### config.mk
export PLATFORM = sky130hd
export DESIGN_NAME = rtca_top
export DESIGN_NICKNAME = d
export VERILOG_FILES = /design/src/logic/rtca_pkg.sv /design/src/logic/rtca_match.sv /design/src/logic/rtca_top.sv
export SDC_FILE = /design/constraint.sdc
export NUM_CORES = 1
export LEC_CHECK = 0
export ABC_AREA = 1
export BUFFER_PORTS_ARGS = -buffer_cell sky130_fd_sc_hd__buf_2
export CORE_UTILIZATION = 35
export CTS_CLUSTER_DIAMETER = 40
export DETAILED_ROUTE_END_ITERATION = 8
export PLACE_DENSITY_LB_ADDON = 0.3
export SLEW_MARGIN = 10
export SYNTH_ARGS = -nofsm -noshare
export SYNTH_HDL_FRONTEND = slang
export SYNTH_SLANG_ARGS = --single-unit
### constraint.sdc
create_clock -name REF_CLK -period 6.05 [get_ports REF_CLK]
set_input_delay 0.3025 -clock REF_CLK [delete_from_list [all_inputs] [get_ports REF_CLK]]
set_output_delay 0.3025 -clock REF_CLK [all_outputs]
set_load 0.02 [all_outputs]
### src/logic/rtca_pkg.sv
// Purpose: Constants and types for the dual alarm compare and interrupt block
// Assumes: 200 MHz REF_CLK, time bytes supplied by same-clock calendar logic
// Notes:   Alarm bytes sit at CCR offsets 0x00..0x0f, eight per alarm set
//
// Behaviour
// - Compare each alarm set against the live time and calendar bytes.
// - A match sets that alarm's status flag, interrupt enabled or not.
// - Both flags clear on the eighth falling SCL of a status read.
// - Single-event mode: alarm enable 1, repeat select 0, frequency output off.
// - Single-event mode pulls the interrupt low until the flag is read.
// - Either alarm asserts the pin; it must clear before re-asserting.
// - Pulsed mode: enable 1, repeat select 1, frequency off, pulse per match.
// - Both enables in pulsed mode pulse the shared pin for each alarm.
// - Pulsed mode continues until repeat select or enables are cleared.
// - Single-byte writes to either weekday alarm byte never commit.
// - A write ending on an alarm set's highest byte never commits.
// - Commit only when the final byte lies in 0x00-0x04 or 0x08-0x0c.
// - The alarm address counter wraps from 0x0f back to 0x00.
// - Two-bit select: 00 alarm output, other codes a fixed frequency.
// - A committed nonvolatile write runs an internal cycle up to 20 ms.
package rtca_pkg;

  // ****************************************
  // Timing
  // ****************************************
  localparam int CLK_MHZ         = 200;
  localparam int NV_WRITE_MS     = 20;
  localparam int NV_WRITE_CYCLES = NV_WRITE_MS * 1000 * CLK_MHZ;
  localparam int PULSE_NS        = 1000;
  localparam int PULSE_CYCLES    = (PULSE_NS * CLK_MHZ) / 1000;

  // ****************************************
  // Bus address and register map
  // ****************************************
  localparam logic [6:0] CCR_DEV_ADDR        = 7'h6f;
  localparam logic [7:0] ALARM0_SECONDS_OFS  = 8'h00;
  localparam logic [7:0] ALARM0_MINUTES_OFS  = 8'h01;
  localparam logic [7:0] ALARM0_WEEKDAY_OFS  = 8'h06;
  localparam logic [7:0] ALARM0_CENTURY_OFS  = 8'h07;
  localparam logic [7:0] ALARM1_SECONDS_OFS  = 8'h08;
  localparam logic [7:0] ALARM1_WEEKDAY_OFS  = 8'h0e;
  localparam logic [7:0] ALARM_LAST_OFS      = 8'h0f;
  localparam logic [7:0] INT_CTRL_OFS        = 8'h11;
  localparam logic [7:0] STATUS_BYTE_OFS     = 8'h3f;
  localparam logic [3:0] COMMIT0_LO          = 4'h0;
  localparam logic [3:0] COMMIT0_HI          = 4'h4;
  localparam logic [3:0] COMMIT1_LO          = 4'h8;
  localparam logic [3:0] COMMIT1_HI          = 4'hc;

  // ****************************************
  // Field positions and reset values
  // ****************************************
  localparam int SR_NV_BUSY_BIT       = 0;
  localparam int SR_ALARM_ZERO_BIT    = 5;
  localparam int SR_ALARM_ONE_BIT     = 6;
  localparam int FIELD_EN_BIT         = 7;
  localparam int ALARM_FIELDS         = 7;
  localparam logic [7:0] CTRL_RESET   = 8'h00;
  localparam logic [7:0] ALARM_RESET  = 8'h00;
  localparam logic [1:0] FSEL_ALARM   = 2'h0;

  // ****************************************
  // Types
  // ****************************************
  typedef struct packed {
    logic [7:0] century;
    logic [7:0] weekday;
    logic [7:0] year;
    logic [7:0] month;
    logic [7:0] day;
    logic [7:0] hour;
    logic [7:0] minutes;
    logic [7:0] seconds;
  } rtca_time_t;

  typedef struct packed {
    logic       repeat_interrupt_select;
    logic       alarm_one_enable;
    logic       alarm_zero_enable;
    logic [2:0] unused;
    logic       freq_select_high;
    logic       freq_select_low;
  } rtca_ctrl_t;

  typedef enum logic [2:0] {
    ST_IDLE = 3'h0,
    ST_RECV = 3'h1,
    ST_ACK  = 3'h3,
    ST_SEND = 3'h2,
    ST_RACK = 3'h6
  } rtca_state_t;

endpackage

### src/logic/rtca_match.sv
// Purpose: Compare one alarm set with the running time, pulse on a new match
// Assumes: Field enable in bit 7 of each alarm byte, value in bits 6:0
// Notes:   Century byte takes no part in the compare
`timescale 1ns/1ps
module rtca_match
  import rtca_pkg::*;
(
  input  wire logic        clk,
  input  wire logic        rst_n,
  input  wire logic [63:0] alarm_bytes,
  input  wire logic [63:0] time_bytes,
  output logic             match_pulse
);

  logic [ALARM_FIELDS-1:0] field_en;
  logic [ALARM_FIELDS-1:0] field_ok;
  logic                    match_now;
  logic                    match_reg;

  // ****************************************
  // Per-field compare
  // ****************************************
  for (genvar f = 0; f < ALARM_FIELDS; f++) begin : g_field
    assign field_en[f] = alarm_bytes[8*f+FIELD_EN_BIT];
    assign field_ok[f] = !field_en[f] ||
                         (alarm_bytes[8*f +: 7] == time_bytes[8*f +: 7]);
  end

  // A set with no field enabled never matches
  assign match_now = (|field_en) && (&field_ok);

  // ****************************************
  // Edge of match
  // ****************************************
  // Edge, not level: the match holds a whole second or more
  always_ff @(posedge clk or negedge rst_n) begin
    if (!rst_n) begin
      match_reg   <= 1'b0;
      match_pulse <= 1'b0;
    end else begin
      match_reg   <= match_now;
      match_pulse <= match_now && !match_reg;
    end
  end

endmodule

### src/logic/rtca_top.sv
// Purpose: Dual alarm, status flags, interrupt pin and alarm commit control
// Assumes: Two-wire bus pins are asynchronous; time and taps share REF_CLK
// Notes:   Alarm writes are staged and only reach the alarm bytes on commit
`timescale 1ns/1ps
module rtca_top
  import rtca_pkg::*;
#(
  parameter int NV_CYCLES    = NV_WRITE_CYCLES,
  parameter int PULSE_WIDTH  = PULSE_CYCLES
)(
  input  wire logic       REF_CLK,
  input  wire logic       RST_N,
  input  wire logic       SCL_IN,
  input  wire logic       SDA_IN,
  output logic            SDA_OUT,
  output logic            SDA_OE,
  input  wire rtca_time_t TIME_NOW,
  input  wire logic [2:0] FREQ_TAPS,
  output logic            IRQ_OUT,
  output logic            IRQ_OE,
  output logic            NV_BUSY
);

  if (NV_CYCLES < 1 || PULSE_WIDTH < 1 || PULSE_WIDTH > 65535) begin : g_chk
    $error("rtca_top: cycle counts must be at least one");
  end

  // ****************************************
  // Functions
  // ****************************************
  function automatic logic commit_ok(input logic [3:0] a);
    commit_ok = (a >= COMMIT0_LO && a <= COMMIT0_HI) ||
                (a >= COMMIT1_LO && a <= COMMIT1_HI);
  endfunction

  function automatic logic is_alarm(input logic [7:0] a);
    is_alarm = (a <= ALARM_LAST_OFS);
  endfunction

  // ****************************************
  // Pin synchronisers and bus conditions
  // ****************************************
  logic [1:0] scl_sync_reg;
  logic [1:0] sda_sync_reg;
  logic       scl_d_reg;
  logic       sda_d_reg;
  logic       scl_rise;
  logic       scl_fall;
  logic       bus_start;
  logic       bus_stop;

  always_ff @(posedge REF_CLK or negedge RST_N) begin
    if (!RST_N) begin
      scl_sync_reg <= 2'h3;
      sda_sync_reg <= 2'h3;
      scl_d_reg    <= 1'b1;
      sda_d_reg    <= 1'b1;
    end else begin
      scl_sync_reg <= {scl_sync_reg[0], SCL_IN};
      sda_sync_reg <= {sda_sync_reg[0], SDA_IN};
      scl_d_reg    <= scl_sync_reg[1];
      sda_d_reg    <= sda_sync_reg[1];
    end
  end

  assign scl_rise  = scl_sync_reg[1] && !scl_d_reg;
  assign scl_fall  = !scl_sync_reg[1] && scl_d_reg;
  assign bus_start = scl_sync_reg[1] && scl_d_reg && sda_d_reg && !sda_sync_reg[1];
  assign bus_stop  = scl_sync_reg[1] && scl_d_reg && !sda_d_reg && sda_sync_reg[1];

  // ****************************************
  // Register storage
  // ****************************************
  logic [7:0]  alarm_reg [16];
  logic [7:0]  stage_reg [16];
  logic [15:0] dirty_reg;
  logic [63:0] alarm0_bytes;
  logic [63:0] alarm1_bytes;
  rtca_ctrl_t  ctrl_reg;
  logic        flag0_reg;
  logic        flag1_reg;
  logic        busy_reg;
  logic [31:0] busy_cnt_reg;

  for (genvar i = 0; i < 8; i++) begin : g_pack
    assign alarm0_bytes[8*i +: 8] = alarm_reg[i];
    assign alarm1_bytes[8*i +: 8] = alarm_reg[i+8];
  end

  // ****************************************
  // Bus slave state
  // ****************************************
  rtca_state_t state_reg;
  logic [3:0]  bit_cnt_reg;
  logic [7:0]  shift_reg;
  logic [1:0]  phase_reg;
  logic        rd_reg;
  logic        mack_reg;
  logic [7:0]  addr_reg;
  logic [3:0]  last_reg;
  logic        wrote_alarm_reg;
  logic        wrote_ctrl_reg;
  logic        sda_oe_reg;
  logic        sda_out_reg;
  logic [7:0]  rd_byte;
  logic [7:0]  rx_byte;
  logic [7:0]  addr_next;
  logic        wr_strobe;
  logic        status_read_done;
  logic        commit_go;

  assign rx_byte = {shift_reg[6:0], sda_sync_reg[1]};

  assign addr_next = is_alarm(addr_reg) ? {4'h0, addr_reg[3:0] + 4'h1}
                                        : addr_reg + 8'h01;

  always_comb begin
    rd_byte = 8'h00;
    if (is_alarm(addr_reg)) begin
      rd_byte = alarm_reg[addr_reg[3:0]];
    end else if (addr_reg == INT_CTRL_OFS) begin
      rd_byte = ctrl_reg;
    end else if (addr_reg == STATUS_BYTE_OFS) begin
      rd_byte[SR_ALARM_ZERO_BIT] = flag0_reg;
      rd_byte[SR_ALARM_ONE_BIT]  = flag1_reg;
      rd_byte[SR_NV_BUSY_BIT]    = busy_reg;
    end
  end

  assign wr_strobe = (state_reg == ST_RECV) && scl_fall && bit_cnt_reg == 4'h8 &&
                     phase_reg == 2'h3;
  // Eighth falling clock of a data byte sent from the status offset
  assign status_read_done = (state_reg == ST_SEND) && scl_fall && bit_cnt_reg == 4'h7 &&
                            addr_reg == STATUS_BYTE_OFS;
  assign commit_go = bus_stop && wrote_alarm_reg && commit_ok(last_reg);

  always_ff @(posedge REF_CLK or negedge RST_N) begin
    if (!RST_N) begin
      state_reg   <= ST_IDLE;
      bit_cnt_reg <= 4'h0;
      shift_reg   <= 8'h00;
      phase_reg   <= 2'h0;
      rd_reg      <= 1'b0;
      mack_reg    <= 1'b0;
      addr_reg    <= 8'h00;
      sda_oe_reg  <= 1'b0;
    end else if (bus_start) begin
      state_reg   <= ST_RECV;
      bit_cnt_reg <= 4'h0;
      phase_reg   <= 2'h0;
      sda_oe_reg  <= 1'b0;
    end else if (bus_stop) begin
      state_reg   <= ST_IDLE;
      sda_oe_reg  <= 1'b0;
    end else begin
      unique case (state_reg)
        ST_IDLE: begin
          sda_oe_reg <= 1'b0;
        end
        ST_RECV: begin
          if (scl_rise && bit_cnt_reg != 4'h8) begin
            shift_reg   <= rx_byte;
            bit_cnt_reg <= bit_cnt_reg + 4'h1;
          end else if (scl_fall && bit_cnt_reg == 4'h8) begin
            // Busy with a nonvolatile cycle: no answer at all
            if (phase_reg == 2'h0 && (shift_reg[7:1] != CCR_DEV_ADDR || busy_reg)) begin
              state_reg <= ST_IDLE;
            end else begin
              state_reg  <= ST_ACK;
              sda_oe_reg <= 1'b1;
              unique case (phase_reg)
                2'h0: rd_reg <= shift_reg[0];
                2'h1: ;
                2'h2: addr_reg <= shift_reg;
                2'h3: addr_reg <= addr_next;
              endcase
              if (phase_reg != 2'h3) begin
                phase_reg <= phase_reg + 2'h1;
              end
            end
          end
        end
        ST_ACK: begin
          if (scl_fall) begin
            bit_cnt_reg <= 4'h0;
            if (rd_reg && phase_reg == 2'h1) begin
              state_reg  <= ST_SEND;
              shift_reg  <= rd_byte;
              sda_oe_reg <= !rd_byte[7];
            end else begin
              state_reg  <= ST_RECV;
              sda_oe_reg <= 1'b0;
            end
          end
        end
        ST_SEND: begin
          if (scl_fall) begin
            bit_cnt_reg <= bit_cnt_reg + 4'h1;
            shift_reg   <= {shift_reg[6:0], 1'b0};
            if (bit_cnt_reg == 4'h7) begin
              state_reg  <= ST_RACK;
              sda_oe_reg <= 1'b0;
              addr_reg   <= addr_next;
            end else begin
              sda_oe_reg <= !shift_reg[6];
            end
          end
        end
        ST_RACK: begin
          if (scl_rise) begin
            mack_reg <= !sda_sync_reg[1];
          end else if (scl_fall) begin
            bit_cnt_reg <= 4'h0;
            if (mack_reg) begin
              state_reg  <= ST_SEND;
              shift_reg  <= rd_byte;
              sda_oe_reg <= !rd_byte[7];
            end else begin
              state_reg <= ST_IDLE;
            end
          end
        end
      endcase
    end
  end

  always_ff @(posedge REF_CLK or negedge RST_N) begin
    if (!RST_N) begin
      sda_out_reg <= 1'b0;
    end else begin
      sda_out_reg <= 1'b0;
    end
  end

  // ****************************************
  // Staging and commit of alarm bytes
  // ****************************************
  // Staged bytes that fail the commit test are dropped at stop
  always_ff @(posedge REF_CLK or negedge RST_N) begin
    if (!RST_N) begin
      for (int i = 0; i < 16; i++) begin
        stage_reg[i] <= ALARM_RESET;
        alarm_reg[i] <= ALARM_RESET;
      end
      dirty_reg       <= 16'h0000;
      last_reg        <= 4'h0;
      wrote_alarm_reg <= 1'b0;
    end else if (bus_start || bus_stop) begin
      for (int i = 0; i < 16; i++) begin
        if (commit_go && dirty_reg[i]) begin
          alarm_reg[i] <= stage_reg[i];
        end
      end
      dirty_reg       <= 16'h0000;
      wrote_alarm_reg <= 1'b0;
    end else if (wr_strobe && is_alarm(addr_reg)) begin
      stage_reg[addr_reg[3:0]] <= shift_reg;
      dirty_reg[addr_reg[3:0]] <= 1'b1;
      last_reg                 <= addr_reg[3:0];
      wrote_alarm_reg          <= 1'b1;
    end
  end

  always_ff @(posedge REF_CLK or negedge RST_N) begin
    if (!RST_N) begin
      ctrl_reg       <= CTRL_RESET;
      wrote_ctrl_reg <= 1'b0;
    end else if (wr_strobe && addr_reg == INT_CTRL_OFS) begin
      ctrl_reg       <= shift_reg;
      wrote_ctrl_reg <= 1'b1;
    end else if (bus_start || bus_stop) begin
      wrote_ctrl_reg <= 1'b0;
    end
  end

  // Inputs are ignored while busy, so no start can abort the cycle
  always_ff @(posedge REF_CLK or negedge RST_N) begin
    if (!RST_N) begin
      busy_reg     <= 1'b0;
      busy_cnt_reg <= 32'h0000_0000;
    end else if (commit_go || (bus_stop && wrote_ctrl_reg)) begin
      busy_reg     <= 1'b1;
      busy_cnt_reg <= 32'(NV_CYCLES - 1);
    end else if (busy_reg) begin
      if (busy_cnt_reg == 32'h0000_0000) begin
        busy_reg <= 1'b0;
      end else begin
        busy_cnt_reg <= busy_cnt_reg - 32'h0000_0001;
      end
    end
  end

  // ****************************************
  // Alarm compare and status flags
  // ****************************************
  logic match0;
  logic match1;

  rtca_match u_match0 (
    .clk         (REF_CLK),
    .rst_n       (RST_N),
    .alarm_bytes (alarm0_bytes),
    .time_bytes  (TIME_NOW),
    .match_pulse (match0)
  );

  rtca_match u_match1 (
    .clk         (REF_CLK),
    .rst_n       (RST_N),
    .alarm_bytes (alarm1_bytes),
    .time_bytes  (TIME_NOW),
    .match_pulse (match1)
  );

  // Set beats clear when a match lands on the clearing edge
  always_ff @(posedge REF_CLK or negedge RST_N) begin
    if (!RST_N) begin
      flag0_reg <= 1'b0;
      flag1_reg <= 1'b0;
    end else begin
      flag0_reg <= match0 || (flag0_reg && !status_read_done);
      flag1_reg <= match1 || (flag1_reg && !status_read_done);
    end
  end

  // ****************************************
  // Interrupt and frequency pin
  // ****************************************
  logic        freq_mode;
  logic        evt;
  logic        latch_reg;
  logic [15:0] pulse_cnt_reg;
  logic        pin_low_reg;
  logic        busy_out_reg;

  assign freq_mode = {ctrl_reg.freq_select_high, ctrl_reg.freq_select_low} != FSEL_ALARM;
  assign evt = !freq_mode && ((match0 && ctrl_reg.alarm_zero_enable) ||
                              (match1 && ctrl_reg.alarm_one_enable));

  // Single event: latch until the flag read; later matches are held off
  always_ff @(posedge REF_CLK or negedge RST_N) begin
    if (!RST_N) begin
      latch_reg <= 1'b0;
    end else if (freq_mode || ctrl_reg.repeat_interrupt_select) begin
      latch_reg <= 1'b0;
    end else if (evt) begin
      latch_reg <= 1'b1;
    end else if (status_read_done) begin
      latch_reg <= 1'b0;
    end
  end

  // Pulsed: width fixed, cut short only by mode or enables dropping
  always_ff @(posedge REF_CLK or negedge RST_N) begin
    if (!RST_N) begin
      pulse_cnt_reg <= 16'h0000;
    end else if (freq_mode || !ctrl_reg.repeat_interrupt_select ||
                 !(ctrl_reg.alarm_zero_enable || ctrl_reg.alarm_one_enable)) begin
      pulse_cnt_reg <= 16'h0000;
    end else if (evt) begin
      pulse_cnt_reg <= 16'(PULSE_WIDTH);
    end else if (pulse_cnt_reg != 16'h0000) begin
      pulse_cnt_reg <= pulse_cnt_reg - 16'h0001;
    end
  end

  always_ff @(posedge REF_CLK or negedge RST_N) begin
    if (!RST_N) begin
      pin_low_reg  <= 1'b0;
      busy_out_reg <= 1'b0;
    end else begin
      unique case ({ctrl_reg.freq_select_high, ctrl_reg.freq_select_low})
        2'h0: pin_low_reg <= latch_reg || (pulse_cnt_reg != 16'h0000);
        2'h1: pin_low_reg <= !FREQ_TAPS[0];
        2'h2: pin_low_reg <= !FREQ_TAPS[1];
        2'h3: pin_low_reg <= !FREQ_TAPS[2];
      endcase
      busy_out_reg <= busy_reg;
    end
  end

  assign SDA_OUT = sda_out_reg;
  assign SDA_OE  = sda_oe_reg;
  assign IRQ_OUT = sda_out_reg;
  assign IRQ_OE  = pin_low_reg;
  assign NV_BUSY = busy_out_reg;

endmodule

* After elaboration in Yosys (flattened, before gate mapping)
Cells that the tools add are included.
Widths: inputs -> output; s select.
** Cells by class
- Add/subtract/negate cells :: 6
- Multiply operators :: 0
- Div/mod/pow operators :: 0
- Order comparisons :: 9
- Equal/unequal tests :: 59
- Shifts and indexed selects :: 0
- Mux-type cells :: 90
- Bitwise logic cells :: 7
- Reduce and logical (&&, ||, !) cells :: 154
** Operators by type and width (count)
- $mux 8 :: 17
- $bwmux 128 :: 1
- $eq 7x7->1 :: 14
- $mux 32 :: 3
- $mux 16 :: 5
- $logic_and 1x1->1 :: 51
- $reduce_and 2->1 :: 18
- $bmux 8 s4 :: 1
- $demux 8 s4 :: 1
- $logic_not 32->1 :: 1
- $ne 4x4->1 const B :: 8
- $pmux 8 s2 :: 2
- $pmux 8 s4 :: 1
- $sub 32x1->32 const B :: 1
- $logic_not 1->1 :: 29
- $mux 4 :: 7
- $mux 3 :: 9
- $logic_or 1x1->1 :: 26
- $mux 1 :: 26
- $ne 2x2->1 const B :: 13
- $mux 2 :: 12
- $reduce_and 7->1 :: 3
- $or 16x16->16 :: 1
- $pmux 4 s4 :: 1
- other kinds (48) :: 74
** Storage, ports and cells
- Register bits after elaboration :: 378
- Latch bits :: 0
- Bits in writable memories :: 0
- ROM bits :: 0
- Input port bits :: 71
- Output and inout port bits :: 5
- Word-level logic and storage cells :: 391
- Memories :: 0

* Logic depth before layout (Yosys ltp)
Gate-level depths: netlist of run 1.
- Word-level depth :: 12
- Gate-level depth with buffers :: 13
- Gate-level depth less buffers :: 11

* By module
A second synthesis of run 1 with hierarchy kept.
** Second synthesis, totals
- Cells, all modules :: 2286
- Area total of the unflattened synthesis :: 19090.8 µm²
** Modules (own cells, without submodules)
- rtca_top :: instances 1, cells an instance 1886, area each 17221.5 µm², seq. area each 9341.5 µm²
- rtca_match :: instances 2, cells an instance 200, area each 934.6 µm², seq. area each 50.0 µm²

* Worst setup path before layout of run 1
No wires, ideal clock.
- Kind :: register to register
- From :: register addr_reg[1]
- To :: register sda_oe_reg, in the netlist SDA_OE
- Library setup time :: 0.117 ns
- Arrival :: 2.319 ns
- Data required time :: 5.933 ns
- Slack :: 3.614 ns
- Cell stages (with the launch flop) :: 14
- Buffers on the path :: 3
- Clock period less this slack :: 2.436 ns
- Cells stage by stage :: dfrtp_1 -> inv_1 -> clkbuf_1 -> buf_1 -> ha_1 -> buf_2 -> nand3_1 -> nor2_1 -> a21oi_1 -> o21bai_1 -> nand2_1 -> nand2_1 -> nand2_1 -> nand2_1
** On the way
- Cells in the longest elaborated chain, start to end :: 12
- Elaborated cells on any way between the ends :: 17
- Classes of those cells :: 1 x order compare; 1 x eq/ne; 13 x mux; 1 x bitwise; 1 x reduce/logical
** Ends and longest elaborated chain
- from (decl) :: RTL line rtca_top.sv:99 : logic [7:0] addr_reg;
- from (signal assigned) :: RTL line rtca_top.sv:174 : 2'h2: addr_reg <= shift_reg;
- from (signal assigned) :: RTL line rtca_top.sv:175 : 2'h3: addr_reg <= addr_next;
- from (signal assigned) :: RTL line rtca_top.sv:203 : addr_reg <= addr_next;
- $not 4->5 (not written as such) :: RTL line rtca_top.sv:120 : rd_byte = alarm_reg[addr_reg[3:0]];
- $bmux 8 s4 :: RTL line rtca_top.sv:120
- $mux 8 (not written as such) (2 in a row) :: RTL line rtca_top.sv:120
- $mux 8 (*) :: RTL line rtca_top.sv:119 : if (is_alarm(addr_reg)) begin
- $logic_not 1->1 (*) :: RTL line rtca_top.sv:189, rtca_top.sv:217
- $mux 1 :: RTL line rtca_top.sv:214 : if (mack_reg) begin
- $mux 1 :: RTL line rtca_top.sv:212 : end else if (scl_fall) begin
- $mux 1 :: RTL line rtca_top.sv:210 : if (scl_rise) begin
- $pmux 1 s5 (*) :: RTL line rtca_top.sv:156 : unique case (state_reg)
- $mux 1 (*) :: RTL line rtca_top.sv:152 : end else if (bus_stop) begin
- $mux 1 (*) :: RTL line rtca_top.sv:147 : end else if (bus_start) begin
- to (signal assigned) :: RTL line rtca_top.sv:189 : sda_oe_reg <= !rd_byte[7];
- to (signal assigned) :: RTL line rtca_top.sv:205 : sda_oe_reg <= !shift_reg[6];
- to (signal assigned) :: RTL line rtca_top.sv:217 : sda_oe_reg <= !rd_byte[7];
- to (decl) :: RTL line rtca_top.sv:103 : logic sda_oe_reg;
Mark *: on every way between the ends. The rest lies on a longest branch, timed or not. The select of a mux whose other input is x is not followed.
A chain may end at the register's enable or synchronous reset.

* Worst setup path after layout of run 1
- From :: register addr_reg[0]
- To :: register sda_oe_reg, in the netlist SDA_OE
The elaborated chain is that of the path after synthesis.

==> results of run 1 <==
placed cells by master (no fill, tap or decap), drive strengths merged, types with 2 or more instances in the layout:
master,count
nand2,491
dfrtp,371
o21ai,244
nor2,219
inv,154
nand3,100
mux2,92
a21oi,89
buf,74
xor2,64
clkbuf,64
xnor2,45
nand4,32
nor3,32
clkinv,18
ha,14
o22ai,11
bufinv,10
a22o,9
o31ai,8
o211ai,6
clkinvlp,6
dfstp,6
nand3b,5
a32o,5
or2,4
nor4,3
a31oi,3
dlygate4sd3,3
o21a,2
o21bai,2
conb,2
kinds of logic (layout without fill, tap and decap cells):
family / after synthesis / after routing / share of synthesized area (%)
AO/OA/AOI/OAI: 383 / 383 / 11.3
XOR/XNOR: 109 / 109 / 5.15
adder cells (fa/ha/maj): 14 / 14 / 0.945
buffers and inverters: 216 / 329 / 5.15
flip-flops: 377 / 377 / 50.9
multiplexers: 92 / 92 / 5.59
other: 1 / 3 / 0.0202
AND/OR/NAND/NOR: 888 / 888 / 20.9
layer usage:
layer / part of all wire (%) / up-vias / GRT usage [%]
met2: 45 / 362 / 30.4
met5: 0.085 / - / 0
li1: - / 7044 / -
met4: 2.6 / 6 / 6.33
met1: 47 / 7126 / 27.1
met3: 5.1 / 87 / 3.00
path summary, 6_finish.rpt:
path | from | endpoint | slack, ns | depth (start not counted)
min in group asynchronous | RST_N | stage_reg[124] | 0.33 | 2
hold / removal | FREQ_TAPS[1] | IRQ_OE | 0.05 | 4
hold reg to reg | sda_sync_reg[0] | sda_sync_reg[1] | 0.36 | 0
setup / recovery | addr_reg[0] | SDA_OE | 2.89 | 10
max in group asynchronous | RST_N | pulse_cnt_reg[15] | 4.37 | 3
setup reg to reg | addr_reg[0] | SDA_OE | 2.89 | 10
area by class of cell:
type                            instances  area share, %
Tap cell                              680           3.93
Multi-Input combinational cell       1488           37.7
Antenna cell                            1         0.0116
Clock buffer                           64           7.11
Sequential cell                       377           43.7
Inverter                              139           2.41
Clock inverter                         49           2.96
Timing Repair Buffer                   77           2.20
cell usage after synthesis (2+ instances only):
cell,count
o31ai_1,8
nand2_2,12
nand4_1,32
a21oi_1,89
nand3_1,86
or2_2,4
clkbuf_1,38
inv_1,131
o22ai_1,11
dfrtp_1,371
nand3b_1,5
inv_2,7
xnor2_1,45
nor2_2,4
dfstp_2,6
ha_1,14
buf_4,4
o21a_1,2
o21ai_0,146
buf_2,12
o21ai_1,85
nand3_4,12
nand2_1,479
o21ai_2,13
nor3_1,31
a22o_1,9
xor2_1,64
o21bai_1,2
nand3_2,2
nor2_1,210
a31oi_1,3
nor4_1,3
buf_1,9
nor2_4,4
a32o_1,5
buf_6,13
o211ai_1,6
mux2_2,92
power groups by stage:
stage	combinational, W	clock [W]	sequential [W]
4_1_cts	0.00162	0.00375	0.00267
5_1_grt	0.00179	0.00386	0.00268
3_5_place_dp	0.00161	0	0.00272
2_1_floorplan	0.00101	0	0.00270
3_3_place_gp	0.00160	0	0.00271
6_report	0.00163	0.00369	0.00268
tightest hold or removal path: stages:
cell	delay [ns]
buf_2	0.08
nor2_1	0.03
o22ai_1	0.12
nand2_1	0.07
stage by stage:
step / cells / instance area (um^2) / hold slack [ns] / power [W] / setup WS, ns
finish: 2875 / 21600 / 0.0452 / 0.00799 / 2.89
global route: 2874 / 21600 / 0.0833 / 0.00832 / 2.71
CTS: 2874 / 21600 / 0.0156 / 0.00804 / 2.96
detailed placement: 2758 / 19400 / 0.349 / 0.00433 / 3.00
global placement: 2758 / 19400 / 0.349 / 0.00431 / 3.04
floorplan: 2081 / 18500 / 0.00691 / 0.00371 / 3.61
==> flow_summary.json, run 1 <==
{
  "fin_nets": 2228,
  "die_w_um": 232,
  "crit_family": "simple AND/OR/NAND/NOR gates",
  "cts_tree": "yes",
  "ys.flop_type": "dfrtp_1",
  "rsz0062_at_grt": "no",
  "tns_ns": 0,
  "coreArea_um2": 51800,
  "end_kind": "flop",
  "initialDrtViolationCount": 1290,
  "max_stage_delay_ns": 0.73,
  "power_density_nw_per_um2": 370,
  "dieArea_um2": 53900,
  "vias": 14625,
  "first_pass_iters": 6,
  "fin_worst_skew_ns": 0.0208,
  "cts-resized-gates": 0,
  "drcViolationCount": 0,
  "finalCriticalPeriod_ns": 3.16,
  "grt_pass1_wl_mm": 81.7,
  "seqCellArea_um2": 9440,
  "min_path_type": "in -> reg",
  "synthArstFlopShare_pct": 100,
  "clock-sinks": 377,
  "routed_wl_mm": 50.6,
  "synth_top_area_share_pct": 50.1,
  "synth-edff-count": 0,
  "worst_slew_pin_slew_ns": 0.956,
  "hold_viol": 0,
  "avgRoutedWirePerCell_um": 17.6,
  "antenna_left": 0,
  "overflow": 0,
  "yosysUniqueCellTypes": 49,
  "cp_max_fo": 83,
  "largest_reg_flops": 128,
  "switching_share_pct": 33.6,
  "synth_area_um2": 18500,
  "grt_pass1_vias": 14680,
  "h-tree-depth": 2,
  "path_cells": "buf_4, ha_1, nand3_1, nor2_1, a21oi_1, o21bai_1, nand2_1, nand2_1, nand2_1, nand2_1",
  "pwr-share-seq_pct": 33.5,
  "synthCells": 2080,
  "post-route-util_pct": 41.7,
  "cts_root_buffer": "clkbuf_16",
  "clockPowerShare_pct": 46.1,
  "cts_buffers": 60,
  "status": "finished clean",
  "slew_headroom_pct": 36.2,
  "ys_ff_latch": 377,
  "p_switching_w": 0.00269,
  "ios": 76,
  "grt_max_degree": 135,
  "maxSlewViolCount": 0,
  "critPathBufInv": 1,
  "startpoint_type": "flop",
  "ys_warn_count": 0,
  "nFillCells": 5049,
  "grt_use_total_pct": 19.3,
  "leakagePower_nw": 10.7,
  "crit_arrival_ns": 3.66,
  "ctsHoldBuffers": 3,
  "syn_to_final_growth_pct": 16.6,
  "place.gp.congestion": 0.886,
  "p_int_w": 0.00531,
  "floorplan.rows": 83,
  "ys_seq_area_share_pct": 50.9,
  "critPathKind": "reg -> reg",
  "crit_path_top_delay_cell": "ha_1",
  "start_util_pct": 35.8,
  "peakVddDrop_mv": 0.229,
  "via_per_inst": 5.09,
  "crit_path_frequent_cell": "nand2_1",
  "clk_pin_slew_ns": 0.05,
  "detailed_place_hpwl_mm": 34.5,
  "dieHeight_um": 232,
  "synth.avg_cell_area_um2": 8.92,
  "max_freq_mhz": 317,
  "fin_crit_sh_pct": 52.2,
  "synth_top_cell_by_area": "dfrtp_1",
  "cts_setup_buffers": 0,
  "multiInputGateArea_um2": 8150,
  "antenna_found_initial": 4,
  "combPwrFrac_pct": 20.4,
  "drive_gt1_share_pct": 15.6,
  "synth_area_leaders": "dfrtp_1, nand2_1, mux2_2",
  "setup_viol": 0,
  "cp.required_ns": 6.55,
  "maxCapViolCount": 0,
  "clock_path_buffers": 3,
  "portBuffers": 58,
  "worstSkewPairLatency_ns": 0.62
}
(Power assumes the default switching activity.)
==> inputs of run 2 (changes only) <==
clock period = 3.3 ns   (was 6.05 ns; I/O delays follow)
==> flow_summary.json, run 2 (same netlist as run 1, synthesis figures left out) <==
{
  "status": "finished clean",
  "finalCriticalPeriod_ns": 2.59,
  "maxCapViolCount": 0,
  "h-tree-depth": 2,
  "drcViolationCount": 0,
  "final_cell_mix": "nand2_1, dfrtp_1, nor2_1, o21ai_0, inv_1",
  "tns_ns": 0,
  "via_per_inst": 5.08,
  "cp.required_ns": 3.77,
  "coreArea_um2": 51800,
  "grt_pass1_wl_mm": 81.9,
  "critPathKind": "reg -> reg",
  "p_int_w": 0.00920,
  "first_pass_iters": 8,
  "p_switching_w": 0.00468,
  "portBuffers": 58,
  "cp_max_fo": 17,
  "leakagePower_nw": 10.6,
  "max_freq_mhz": 386,
  "crit_arrival_ns": 3.07,
  "cts_buffers": 54,
  "grt_max_degree": 84,
  "grt_use_total_pct": 19.5,
  "setup_viol": 0,
  "rsz0062_at_grt": "no",
  "clk_pin_slew_ns": 0.06,
  "dieArea_um2": 53900,
  "maxSlewViolCount": 0,
  "slew_headroom_pct": 32.9,
  "ctsHoldBuffers": 5,
  "fin_nets": 2237,
  "fin_crit_sh_pct": 78.6,
  "worstSkewPairLatency_ns": 0.60,
  "switching_share_pct": 33.7,
  "syn_to_final_growth_pct": 15.7,
  "power_density_nw_per_um2": 647,
  "place.gp.congestion": 0.904,
  "start_util_pct": 35.8,
  "clock-sinks": 377,
  "end_kind": "flop",
  "combPwrFrac_pct": 22.0,
  "total_power_w": 0.0139,
  "clockPowerShare_pct": 42.6,
  "dieHeight_um": 232,
  "pwr-share-seq_pct": 35.4,
  "diodes": 0,
  "routed_wl_mm": 50.5,
  "avgRoutedWirePerCell_um": 17.6,
  "cts_tree": "yes",
  "cts_root_buffer": "clkbuf_16",
  "antenna_left": 0,
  "overflow": 0,
  "cts_setup_buffers": 0,
  "cts-resized-gates": 0,
  "floorplan.rows": 83,
  "startpoint_type": "flop",
  "fin_worst_skew_ns": 0.0297,
  "initialDrtViolationCount": 1186,
  "min_path_type": "in -> async",
  "peakVddDrop_mv": 0.323,
  "grt_pass1_vias": 14583,
  "die_w_um": 232,
  "antenna_found_initial": 1,
  "clock_path_buffers": 3,
  "hold_viol": 0,
  "largest_reg_flops": 128,
  "worst_slew_pin_slew_ns": 1.01,
  "mostFrequentLayoutCell": "nand2_1",
  "drive_gt1_share_pct": 15.4,
  "detailed_place_hpwl_mm": 35.6,
  "vias": 14614,
  "fin_hold_ws_ns": 0.146,
  "nFillCells": 5121,
  "ios": 76
}
==> run 2: power by group through the flow <==
stage | logic (W) | registers, W | clock network [W]
after global routing | 0.00333 | 0.00493 | 0.00624
after detailed placement | 0.00303 | 0.00498 | 0
after CTS | 0.00304 | 0.00490 | 0.00604
final | 0.00306 | 0.00491 | 0.00591
after floorplan | 0.00184 | 0.00496 | 0
after global placement | 0.00300 | 0.00498 | 0
==> run 2: area by class of cell <==
| type | instances | area [um^2] | share of cell area, % |
|---|---|---|---|
| Timing Repair Buffer | 92 | 618 | 2.88 |
| Sequential cell | 377 | 9440 | 44.0 |
| Clock inverter | 32 | 390 | 1.82 |
| Clock buffer | 69 | 1480 | 6.89 |
| Inverter | 139 | 522 | 2.43 |
| Tap cell | 680 | 851 | 3.97 |
| Multi-Input combinational cell | 1488 | 8150 | 38.0 |
==> run 2: worst max-delay path: stages, from the launching register on <==
cell and delay, ns:
dfrtp_1 0.38, inv_1 0.12, ha_1 0.16, nand3_1 0.14, nor2_1 0.12, nand2_1 0.09
inv_2 0.11, nand2_2 0.09, nor2_8 0.40, nand3_1 0.51, o21ai_0 0.35
==> run 2: final timing paths <==
check                                startpoint                to  slack, ns  cells after the start
min in group REF_CLK                     SDA_IN   sda_sync_reg[0]       0.24                      2
worst max-delay path             bit_cnt_reg[0]     stage_reg[14]       0.71                     10
worst min register to register  scl_sync_reg[0]   scl_sync_reg[1]       0.36                      0
worst max register to register   bit_cnt_reg[0]     stage_reg[14]       0.71                     10
max in group asynchronous                 RST_N  alarm0_bytes[60]       2.16                      3
worst min-delay path                      RST_N    stage_reg[125]       0.15                      2
==> run 2: through the flow <==
step                worst slack (ns)  instances  cell area [um^2]  util (%)
floorplan                      0.864       2081             18500         -
global placement               0.844       2771             19500      37.7
detailed placement             0.728       2771             19500      37.7
CTS                            0.705       2877             21500      41.4
global route                   0.407       2877             21500      41.4
finish                         0.706       2877             21500      41.4
==> run 2: layer usage <==
layer	track usage, %	share of wire, %
met1	27.1	46
met3	3.27	5.5
met4	7.26	3.4
met5	0	0.0059
met2	30.2	45
==> inputs of run 3 (changes only) <==
clock period = 2.5 ns   (was 3.3 ns; I/O delays follow)
==> flow_summary.json, run 3 (same netlist as run 1, synthesis figures left out) <==
{
  "leakagePower_nw": 10.9,
  "rsz0062_at_grt": "no",
  "r2r_setup_slack_ns": 0.23,
  "dieHeight_um": 232,
  "tns_ns": 0,
  "use_met1_pct": 27.9,
  "seqCellArea_um2": 9440,
  "grt_pass1_wl_mm": 82.6,
  "initialDrtViolationCount": 1365,
  "end_kind": "flop",
  "mostFrequentLayoutCell": "nand2_1",
  "r2r_cells": 9,
  "avgRoutedWirePerCell_um": 17.7,
  "met3_usage_pct": 3.28,
  "vias": 14760,
  "ios": 76,
  "grt_max_degree": 71,
  "cts_root_buffer": "clkbuf_16",
  "portBuffers": 58,
  "cp_max_fo": 13,
  "cts_setup_buffers": 0,
  "setup_viol": 0,
  "clock_path_buffers": 3,
  "status": "finished clean",
  "min_path_type": "in -> async",
  "cts_tree": "yes",
  "crit_arrival_ns": 2.80,
  "hold_viol": 0,
  "grt_pass1_vias": 14660,
  "total_power_w": 0.0196,
  "drive_gt1_share_pct": 16.7,
  "place.gp.congestion": 0.906,
  "maxSlewViolCount": 0,
  "antenna_left": 0,
  "antenna_found_initial": 0,
  "syn_to_final_growth_pct": 18.6,
  "place_ws_ns": 0.267,
  "r2r-end": "shift_reg[3]",
  "cp.required_ns": 3.03,
  "fin_worst_skew_ns": 0.0311,
  "diodes": 0,
  "drcViolationCount": 0,
  "startpoint_type": "flop",
  "grt_use_total_pct": 19.7,
  "nFillCells": 5015,
  "met2_usage_pct": 30.5,
  "detailed_place_hpwl_mm": 36.3,
  "slew_headroom_pct": 46.1,
  "cts_buffers": 58,
  "busiest_layer": "met2",
  "layout_setup_ws_ns": 0.231,
  "final_cell_count_no_fill": 2904,
  "peakVddDrop_mv": 0.533,
  "dp.cells": 2789,
  "via_per_inst": 5.08,
  "floorplan.rows": 83,
  "worst_slew_pin_slew_ns": 0.808,
  "reg2reg_from": "addr_reg[1]",
  "overflow": 0,
  "critPathKind": "reg -> reg",
  "max_freq_mhz": 441,
  "largest_reg_flops": 128,
  "multiInputGateArea_um2": 8160,
  "power_density_nw_per_um2": 891,
  "worstSkewPairLatency_ns": 0.63,
  "dieArea_um2": 53900,
  "routed_wl_mm": 51.5,
  "finalCriticalPeriod_ns": 2.27,
  "maxCapViolCount": 0,
  "die_w_um": 232,
  "h-tree-depth": 2,
  "final_cell_mix": "nand2_1, dfrtp_1, nor2_1, o21ai_0, inv_1",
  "clock-sinks": 377,
  "first_pass_iters": 5,
  "fin_crit_sh_pct": 90.7,
  "clk_pin_slew_ns": 0.05,
  "start_util_pct": 35.8,
  "coreArea_um2": 51800,
  "fin_nets": 2259
}
==> run 3: cell count changes in the layout (fill, tap and decap cells not counted), sizes merged <==
cell,delta
buf,+18
bufinv,+6
inv,+4
clkbuf,-2
clkinv,+1
==> run 3: area by class of cell <==
type / count / share of cell area (%)
Clock inverter: 43 / 2.96
Tap cell: 680 / 3.87
Clock buffer: 67 / 7.03
Timing Repair Buffer: 110 / 3.71
Sequential cell: 377 / 42.9
Multi-Input combinational cell: 1488 / 37.1
Inverter: 139 / 2.37
==> run 3: how the worst max path moves through the flow <==
stage                              start             end  slack [ns]  cells past startpoint
after floorplan              addr_reg[1]          SDA_OE        0.06                     13
after global placement    bit_cnt_reg[0]   stage_reg[96]        0.32                     12
after detailed placement  bit_cnt_reg[0]   stage_reg[97]        0.27                     12
after CTS                    addr_reg[1]    shift_reg[3]        0.25                      9
after global routing      bit_cnt_reg[0]  stage_reg[112]        0.02                     12
final                        addr_reg[1]    shift_reg[3]        0.23                      9
==> run 3: routing by layer <==
| metal | part of all wire [%] | vias up |
|---|---|---|
| met5 | 0 | - |
| met2 | 45 | 365 |
| met3 | 5.5 | 88 |
| li1 | - | 7081 |
| met4 | 2.6 | 0 |
| met1 | 47 | 7226 |
==> run 3: worst max-delay path, cell delays in order, from the launching register on <==
cell     delay [ns]
dfrtp_1        0.38
inv_1          0.38
ha_1           0.37
nand3_1        0.11
nor2_1         0.21
buf_4          0.19
nand2_1        0.05
a21oi_1        0.17
o21ai_0        0.15
a21oi_1        0.15
==> run 3: where the power goes <==
part	switching (W)	total, W	internal, W
clock network	0.00320	0.00896	0.00576
registers	0.000185	0.00648	0.00629
logic	0.00304	0.00415	0.00112
total	0.00642	0.0196	0.0132
==> run 3: stage by stage <==
| stage | utilization (%) | instance area (um^2) | hold WS (ns) |
|---|---|---|---|
| after floorplan | - | 18500 | -0.171 |
| final | 42.4 | 22000 | 0.0580 |
| after global routing | 42.4 | 22000 | 0.107 |
| after global placement | 38.1 | 19700 | 0.131 |
| after CTS | 42.4 | 22000 | 0.0665 |
| after detailed placement | 38.1 | 19700 | 0.133 |
==> run 3: what timing repair did <==
| item | CTS | global route |
|---|---|---|
| hold endpoints to repair | 349 | 0 |
| endpoints found under the setup margin | 0 | 2 |
| resized for setup | 0 | 1 |
| hold buffers | 5 | 0 |
